### config.mk
export PLATFORM = sky130hd
export DESIGN_NAME = scr_core
export DESIGN_NICKNAME = d
export VERILOG_FILES = /design/src/pkg/scr_pkg.sv /design/src/rtl/scr_core.sv
export VERILOG_INCLUDE_DIRS = /design/src /design/src/pkg
export SDC_FILE = /design/constraint.sdc
export NUM_CORES = 1
export LEC_CHECK = 0
export CAP_MARGIN = 10
export CORE_UTILIZATION = 50
export DETAILED_ROUTE_END_ITERATION = 8
export DONT_BUFFER_PORTS = 1
export SYNTH_ARGS = -nofsm -noshare
export SYNTH_HDL_FRONTEND = slang
export SYNTH_SLANG_ARGS = --single-unit
### constraint.sdc
create_clock -name hclk -period 2.65 [get_ports hclk]
set_clock_uncertainty 0.1 [all_clocks]
set_input_delay 0 -clock hclk [delete_from_list [all_inputs] [get_ports hclk]]
set_output_delay 0 -clock hclk [all_outputs]
set_load 0.02 [all_outputs]
### src/pkg/scr_map.svh
/*
 * Offsets, field positions, reset values and timing counts of the
 * converter control block. Assumes a 50 MHz hclk; included by bare name.
 */
`ifndef SCR_MAP_SVH
`define SCR_MAP_SVH

`define SCR_CLK_NS        20
`define SCR_WIDTH         16
`define SCR_STEPS         16
`define SCR_FBR_NS        400
`define SCR_FBR_CYC       ((`SCR_FBR_NS + `SCR_CLK_NS - 1) / `SCR_CLK_NS)
`define SCR_DL_NS         60
`define SCR_DL_CYC        ((`SCR_DL_NS / `SCR_CLK_NS) < 1 ? 1 : (`SCR_DL_NS / `SCR_CLK_NS))
`define SCR_CYC_MAX_NS    10000
`define SCR_CYC_MAX       (`SCR_CYC_MAX_NS / `SCR_CLK_NS)
`define SCR_STRAP_CYC     4

`define SCR_OFF_CTRL      8'h00
`define SCR_OFF_STATUS    8'h04
`define SCR_OFF_RESULT    8'h08
`define SCR_OFF_COUNT     8'h0C

`define SCR_CTRL_LVDS     0
`define SCR_ST_BUSY       0
`define SCR_ST_READY      1
`define SCR_ST_PDOWN      2
`define SCR_ST_SELF       3
`define SCR_ST_VALID      4
`define SCR_ST_STRAP      5

`define SCR_CTRL_RESET    1'b0
`define SCR_HDR_SELF      3'h2
`define SCR_HDR_ECHO      3'h0

`endif

### src/pkg/scr_pkg.sv
/*
 * Types of the converter control block: state encoding and the packed
 * state record. Assumes scr_map.svh for numeric constants.
 */
package scr_pkg;

    typedef enum logic [4:0] {
        SCR_ACQ     = 5'h01,
        SCR_OPEN_SW = 5'h02,
        SCR_ARR_GND = 5'h04,
        SCR_STEP    = 5'h08,
        SCR_DONE    = 5'h10
    } scr_fsm_t;

    typedef struct packed {
        logic [2:0]  clk_s;
        logic [2:0]  cnv_s;
        logic [2:0]  lo_s;
        logic [2:0]  hi_s;
        logic [2:0]  echo_s;
        logic        clk_lvl;
        logic        cnv_lvl;
        logic        sel_lo;
        logic        sel_hi;
        scr_fsm_t    fsm;
        logic [3:0]  step;
        logic [15:0] trial;
        logic [15:0] sar;
        logic [15:0] result;
        logic [18:0] shifter;
        logic [7:0]  fbr_cnt;
        logic        fbr_run;
        logic [7:0]  dl_cnt;
        logic        dl_run;
        logic        ready;
        logic        pend_valid;
        logic        self_mode;
        logic [2:0]  strap_cnt;
        logic        strap_done;
        logic        first_done;
        logic        valid;
        logic [15:0] gap_cnt;
        logic        lvds_sel;
        logic        a_valid;
        logic        a_write;
        logic [7:0]  a_addr;
        logic [31:0] hrdata;
        logic [15:0] conv_count;
        logic        power_down;
        logic        ser_data;
        logic        echo_out;
        logic        echo_oe;
        logic        sw_p;
        logic        sw_n;
        logic        arr_gnd;
    } scr_state_t;

endpackage

### src/rtl/scr_core.sv
/*
 * Successive-approximation control and serial result readout, with an
 * AHB-Lite register slave. Assumes the analog comparator output is
 * synchronous to hclk and the echo pin has a pull-up unless strapped low.
 */
`timescale 1ns/1ps
`include "scr_map.svh"

module scr_core (
    input  wire logic        hclk,
    input  wire logic        hresetn,
    input  wire logic        hsel,
    input  wire logic [31:0] haddr,
    input  wire logic [1:0]  htrans,
    input  wire logic        hwrite,
    input  wire logic [2:0]  hsize,
    input  wire logic [31:0] hwdata,
    input  wire logic        hready,
    output logic      [31:0] hrdata,
    output logic             hreadyout,
    output logic             hresp,
    input  wire logic        conv_start_p,
    input  wire logic        conv_start_n,
    input  wire logic        ser_clk,
    output logic             ser_data,
    input  wire logic        echo_clock_in,
    output logic             echo_clock_out,
    output logic             echo_clock_oe,
    input  wire logic        ref_mode_sel_lo,
    input  wire logic        ref_mode_sel_hi,
    input  wire logic        comp_keep,
    output logic      [15:0] dac_bits,
    output logic             sample_gnd_switch_p,
    output logic             sample_gnd_switch_n,
    output logic             array_to_gnd,
    output logic             power_down
);

    scr_pkg::scr_state_t st;
    scr_pkg::scr_state_t nx;
    logic                raw_start;
    logic                start_rise;
    logic                clk_fall;
    logic                take;

    // pair decode ahead of the synchroniser; a common-mode glitch gives no start edge
    assign raw_start = st.lvds_sel ? (conv_start_p & ~conv_start_n) : conv_start_p;
    assign take      = hsel & htrans[1] & hready;

    always_comb begin
        nx         = st;
        start_rise = 1'b0;
        clk_fall   = 1'b0;
        // three-stage pin synchronisers; level moves once stages two and three agree
        nx.clk_s   = {st.clk_s[1:0], ser_clk};
        nx.cnv_s   = {st.cnv_s[1:0], raw_start};
        nx.lo_s    = {st.lo_s[1:0], ref_mode_sel_lo};
        nx.hi_s    = {st.hi_s[1:0], ref_mode_sel_hi};
        nx.echo_s  = {st.echo_s[1:0], echo_clock_in};
        if (st.clk_s[1] == st.clk_s[2]) begin
            nx.clk_lvl = st.clk_s[2];
        end
        if (st.cnv_s[1] == st.cnv_s[2]) begin
            nx.cnv_lvl = st.cnv_s[2];
        end
        if (st.lo_s[1] == st.lo_s[2]) begin
            nx.sel_lo = st.lo_s[2];
        end
        if (st.hi_s[1] == st.hi_s[2]) begin
            nx.sel_hi = st.hi_s[2];
        end
        start_rise    = nx.cnv_lvl & ~st.cnv_lvl;
        clk_fall      = ~nx.clk_lvl & st.clk_lvl;
        nx.power_down = ~nx.sel_lo & ~nx.sel_hi;

        // mode strap: echo pin released after reset, then sampled once
        if (!st.strap_done) begin
            if (st.strap_cnt == 3'(`SCR_STRAP_CYC)) begin
                if (st.echo_s[1] == st.echo_s[2]) begin
                    nx.strap_done = 1'b1;
                    nx.self_mode  = ~st.echo_s[2];
                    nx.echo_oe    = st.echo_s[2];
                end
            end else begin
                nx.strap_cnt = st.strap_cnt + 3'h1;
            end
        end

        if (st.gap_cnt != 16'hFFFF) begin
            nx.gap_cnt = st.gap_cnt + 16'h0001;
        end

        // conversion sequencer, one comparator decision per clock
        case (st.fsm)
            scr_pkg::SCR_ACQ: begin
                nx.sw_p    = 1'b0;
                nx.sw_n    = 1'b0;
                nx.arr_gnd = 1'b0;
                if (start_rise && st.strap_done && !st.power_down) begin
                    nx.fsm        = scr_pkg::SCR_OPEN_SW;
                    nx.sw_p       = 1'b1;
                    nx.sw_n       = 1'b1;
                    nx.fbr_cnt    = 8'h00;
                    nx.fbr_run    = 1'b1;
                    nx.dl_cnt     = 8'h00;
                    nx.dl_run     = 1'b1;
                    nx.pend_valid = st.first_done && (st.gap_cnt <= 16'(`SCR_CYC_MAX));
                    nx.first_done = 1'b1;
                    nx.gap_cnt    = 16'h0000;
                end
            end
            scr_pkg::SCR_OPEN_SW: begin
                nx.fsm     = scr_pkg::SCR_ARR_GND;
                nx.arr_gnd = 1'b1;
                nx.sar     = 16'h0000;
                nx.trial   = 16'h8000;
                nx.step    = 4'h0;
            end
            scr_pkg::SCR_ARR_GND: begin
                nx.fsm = scr_pkg::SCR_STEP;
            end
            scr_pkg::SCR_STEP: begin
                // keep the trial bit when the comparator says the input is above it
                nx.sar   = comp_keep ? st.trial : st.sar;
                nx.trial = (comp_keep ? st.trial : st.sar) | (16'h4000 >> st.step);
                nx.step  = st.step + 4'h1;
                if (st.step == 4'(`SCR_STEPS - 1)) begin
                    nx.fsm = scr_pkg::SCR_DONE;
                end
            end
            scr_pkg::SCR_DONE: begin
                nx.result     = {~st.sar[15], st.sar[14:0]};
                nx.conv_count = st.conv_count + 16'h0001;
                nx.fsm        = scr_pkg::SCR_ACQ;
            end
            default: begin
                nx.fsm = scr_pkg::SCR_ACQ;
            end
        endcase

        // readout deadline of the previous word, counted from this start
        if (st.dl_run) begin
            nx.dl_cnt = st.dl_cnt + 8'h01;
            if (st.dl_cnt == 8'(`SCR_DL_CYC - 1)) begin
                nx.dl_run  = 1'b0;
                nx.ready   = 1'b0;
                nx.shifter = 19'h00000;
            end
        end

        // first-bit-ready time; sequencer always finishes inside it
        if (st.fbr_run) begin
            nx.fbr_cnt = st.fbr_cnt + 8'h01;
            if (st.fbr_cnt == 8'(`SCR_FBR_CYC - 1)) begin
                nx.fbr_run = 1'b0;
                nx.ready   = 1'b1;
                nx.valid   = st.pend_valid;
                nx.shifter = st.self_mode ? {`SCR_HDR_SELF, st.result} : {st.result, `SCR_HDR_ECHO};
            end
        end else if (st.ready && clk_fall) begin
            nx.shifter = {st.shifter[17:0], 1'b0};
        end

        nx.ser_data = nx.ready & nx.shifter[18];
        nx.echo_out = nx.ready & nx.clk_lvl & ~nx.self_mode;

        // bus slave: address phase latched, zero wait states
        nx.a_valid = take;
        nx.a_write = hwrite;
        nx.a_addr  = haddr[7:0];
        if (st.a_valid && st.a_write && st.a_addr == `SCR_OFF_CTRL) begin
            nx.lvds_sel = hwdata[`SCR_CTRL_LVDS];
        end
        nx.hrdata = 32'h00000000;
        if (take && !hwrite) begin
            case (haddr[7:0])
                `SCR_OFF_CTRL: begin
                    nx.hrdata[`SCR_CTRL_LVDS] = nx.lvds_sel;
                end
                `SCR_OFF_STATUS: begin
                    nx.hrdata[`SCR_ST_BUSY]  = st.fsm != scr_pkg::SCR_ACQ;
                    nx.hrdata[`SCR_ST_READY] = st.ready;
                    nx.hrdata[`SCR_ST_PDOWN] = st.power_down;
                    nx.hrdata[`SCR_ST_SELF]  = st.self_mode;
                    nx.hrdata[`SCR_ST_VALID] = st.valid;
                    nx.hrdata[`SCR_ST_STRAP] = st.strap_done;
                end
                `SCR_OFF_RESULT: begin
                    nx.hrdata[15:0] = st.result;
                end
                `SCR_OFF_COUNT: begin
                    nx.hrdata[15:0] = st.conv_count;
                end
                default: begin
                    nx.hrdata = 32'h00000000;
                end
            endcase
        end
    end

    always_ff @(posedge hclk or negedge hresetn) begin
        if (!hresetn) begin
            st          <= '0;
            st.fsm      <= scr_pkg::SCR_ACQ;
            st.lvds_sel <= `SCR_CTRL_RESET;
            st.sel_lo   <= 1'b1;
            st.sel_hi   <= 1'b1;
        end else begin
            st <= nx;
        end
    end

    assign hrdata              = st.hrdata;
    assign hreadyout           = 1'b1;
    assign hresp               = 1'b0;
    assign ser_data            = st.ser_data;
    assign echo_clock_out      = st.echo_out;
    assign echo_clock_oe       = st.echo_oe;
    assign dac_bits            = st.trial;
    assign sample_gnd_switch_p = st.sw_p;
    assign sample_gnd_switch_n = st.sw_n;
    assign array_to_gnd        = st.arr_gnd;
    assign power_down          = st.power_down;
endmodule

==> summary.md <==
| Metric | Value |
|---|---|
| Status | finished with violations |
| Failing checks | hold timing |
| Die area | 17700 sq um |
| Total wire length | 17.5 mm |
| Clock sink count | 187 |
| Layout fillers | 1491 |
| Chip height | 133 microns |
| Clock Path Buffers | 2 |
| FMAX | 446 MHz |
| Startpoint types | flip-flop |
| Fin util | 0.561 |
| Layout area overhead | 8.78% |
| Worst VDD drop | 0.456 mV |
| Largest cells by area after synthesis | dfrtp_1, nand2_1, buf_4, o21ai_0, mux2_2 |
| Setup TNS Final | 0 ps |
| Largest net degree at the start of global routing | 188 |
| Finish-stage setup viols | 0 |
| First-pass GRT wire length | 29.4 mm |
| Tcrit/Tclk final | 0.845 |
| Worst-path clk slew | 70 ps |
| CP Max Fanout | 14 |
| Dpl ws | 454 ps |
| Drt first-iter violations | 328 |
| Initial antenna violation count | 0 |
| Nets | 897 |
| Setup CP Type | flip-flop to flip-flop |
| CP arrival | 2450 ps |
| CTS tree | built |
| Drt drc | 0 |
| Routed Antenna Nets | 0 |
| DP Area | 8550 sq um |
| Static Leakage | 4.48 nW |
| Hold slack | -836 ps |
| Synth warnings | 0 |
| CTS Buf Count | 17 |
| Worst-Margin Slew | 831 ps |
| I/O pin count | 138 |
| Max-cap viol count | 0 |
| Share of the synthesized area in the top cell type | 0.535 |
| CTS resizes | 0 |
| FP Rows | 47 |
| Clock root cell | clkbuf_16 |
| RSZ-0062 raised after global routing | no |
| Worst path required time | 2860 ps |
| Setup ws final | 410 ps |
| Syn avg cell area | 10.6 sq um |
| Hold Crit Class | input port to asynchronous set/reset pin |
| Sequential-to-total area share from yosys stat | 0.544 |
| DR WL/cell | 16.9 microns |
| HPWL Detailed | 11.7 mm |
| Core area | 16700 sq um |
| Vias/cell | 5.65 |
| Post-CTS Hold Fix Bufs | 24 |
| EDFF count, synth | 0 |
| Post-route cell area | 9360 sq um |
| Total grt overflow | 0 |
| Fin. max-slew vios | 0 |
| Mapped Area | 8610 sq um |
| H-tree depth | 4 |
| Min Tclk post-route | 2240 ps |
| First-pass iteration count of the detailed router | 5 |
| Initial Utilization | 0.515 |
| Leading area contributor after synthesis | dfrtp_1 |
| Register bit total from synthesis | 187 |
| Layout cells sized above 1 | 0.101 |
| Vias | 5843 |
| Total power | 0.00661 W |
| Post-CTS setup buffers | 0 |
| Worst slew margin | 0.446 |
| Synth cell types | 65 |
| Input/output buffers | 0 |
| Fin. Hold Viols | 187 |
| Worst skew pair latency | 430 ps |
| Ant diodes | 0 |
| Async S/R FF share, synth | 1.00 |
| Mapped Cells | 809 |
| Number of global-route vias before repair | 5656 |
| GP Congestion | 0.824 |
| Worst reg-to-reg path cell count | 4 |
| Cell Pwr Density | 706 nW/um^2 |
| Top FF cell, synth | dfrtp_1 |
| Critical Path Sink Type | flip-flop |
| DIE WIDTH | 133 microns |
| Overall Global Routing Usage | 0.211 |
[state kept, by name (all words and copies together), names as in the netlist]
register,flops
array_to_gnd,1
dac_bits,16
echo_clock_oe,1
echo_clock_out,1
hrdata,16
nx,10
power_down,1
sample_gnd_switch_p,1
ser_data,1
st,139
[layout by cell type (no fill, tap or decap), types with 7 or more instances in the layout]
cell	instances
a21o_1	15
a21oi_1	22
a221o_1	13
a22o_1	15
a22oi_1	18
and2_1	7
and3_1	25
buf_4	14
clkbuf_16	17
conb_1	18
dfrtp_1	184
dlygate4sd3_1	24
ha_1	14
inv_1	20
mux2_2	20
mux2i_1	10
nand2_1	120
nand3_1	22
nand4_1	13
nor2_1	31
nor2b_1	14
nor3_1	10
nor4_1	7
o21ai_0	49
xnor2_1	15
[critical path, stage by stage (launching register included)]
cell	delay, ps
dfrtp_1	460
nor3_1	450
nand3_1	480
and3_1	350
a221o_1	270
[synthesized netlist by cell type, types with 4 or more instances]
| master | number |
|---|---|
| dfrtp_1 | 184 |
| nand2_1 | 120 |
| buf_4 | 51 |
| o21ai_0 | 49 |
| nor2_1 | 31 |
| and3_1 | 25 |
| a21oi_1 | 22 |
| nand3_1 | 22 |
| clkbuf_1 | 21 |
| inv_1 | 20 |
| mux2_2 | 20 |
| a22oi_1 | 18 |
| a21o_1 | 15 |
| a22o_1 | 15 |
| xnor2_1 | 15 |
| ha_1 | 14 |
| nor2b_1 | 14 |
| a221o_1 | 13 |
| nand4_1 | 13 |
| mux2i_1 | 10 |
| nor3_1 | 10 |
| nor4_1 | 8 |
| and2_1 | 7 |
| buf_2 | 7 |
| o31ai_1 | 5 |
| or3_1 | 5 |
| xor2_1 | 5 |
| a31oi_1 | 4 |
| maj3_1 | 4 |
| nand3b_1 | 4 |
| nor4bb_1 | 4 |
[final cells by class]
class	instances	area, sq um	area share
sequential	187	4680	0.500
multi-input combinational	536	3400	0.364
clock buffer	21	450	0.0481
timing repair buffer	38	345	0.0369
tap	220	275	0.0294
clock inverter	11	120	0.0128
inverter	22	82.6	0.00882
[logic make-up (layout without fill, tap and decap cells)]
family,after synthesis,after routing,share of synthesized area
DFF,187,187,0.544
adders and majority gates,18,18,0.0250
buffers and inverters,102,92,0.0679
and+or+nand+nor,291,291,0.178
xor gates and xnor gates,20,20,0.0204
muxes,30,30,0.0378
AOI/OAI and AO/OA,159,159,0.126
other,2,18,0.000873
[layer usage]
layer  routed length (microns)  global-route usage
met4                       288              0.0758
met3                       766              0.0411
met2                      8080               0.323
met5                         0                   0
met1                      8400               0.300
[through the flow]
step / instances / hold slack (ps)
floorplan: 825 / -396
global placement: 979 / -391
detailed placement: 979 / -390
CTS: 1035 / -862
global route: 1035 / -867
finish: 1035 / -836
[path summary, 6_finish.rpt]
kind                                end  slack (ps)    start
max in group asynchronous       st[186]        2980  hresetn
min                           hrdata[8]        -840  hresetn
min reg2reg                     nx[191]         250  nx[190]
max reg2reg                dac_bits[12]         410  st[181]
min in group hclk               nx[202]          30  ser_clk
max                        dac_bits[12]         410  st[181]
[power by group]
| group | leakage (nW) | internal, W | switching (W) | total (W) |
|---|---|---|---|---|
| registers | 2.42 | 0.00311 | 0.000281 | 0.00339 |
| clock network | 0.273 | 0.00141 | 0.00107 | 0.00248 |
| logic | 1.79 | 0.000326 | 0.000417 | 0.000743 |
Note: power is estimated with default switching activity, not from simulation.
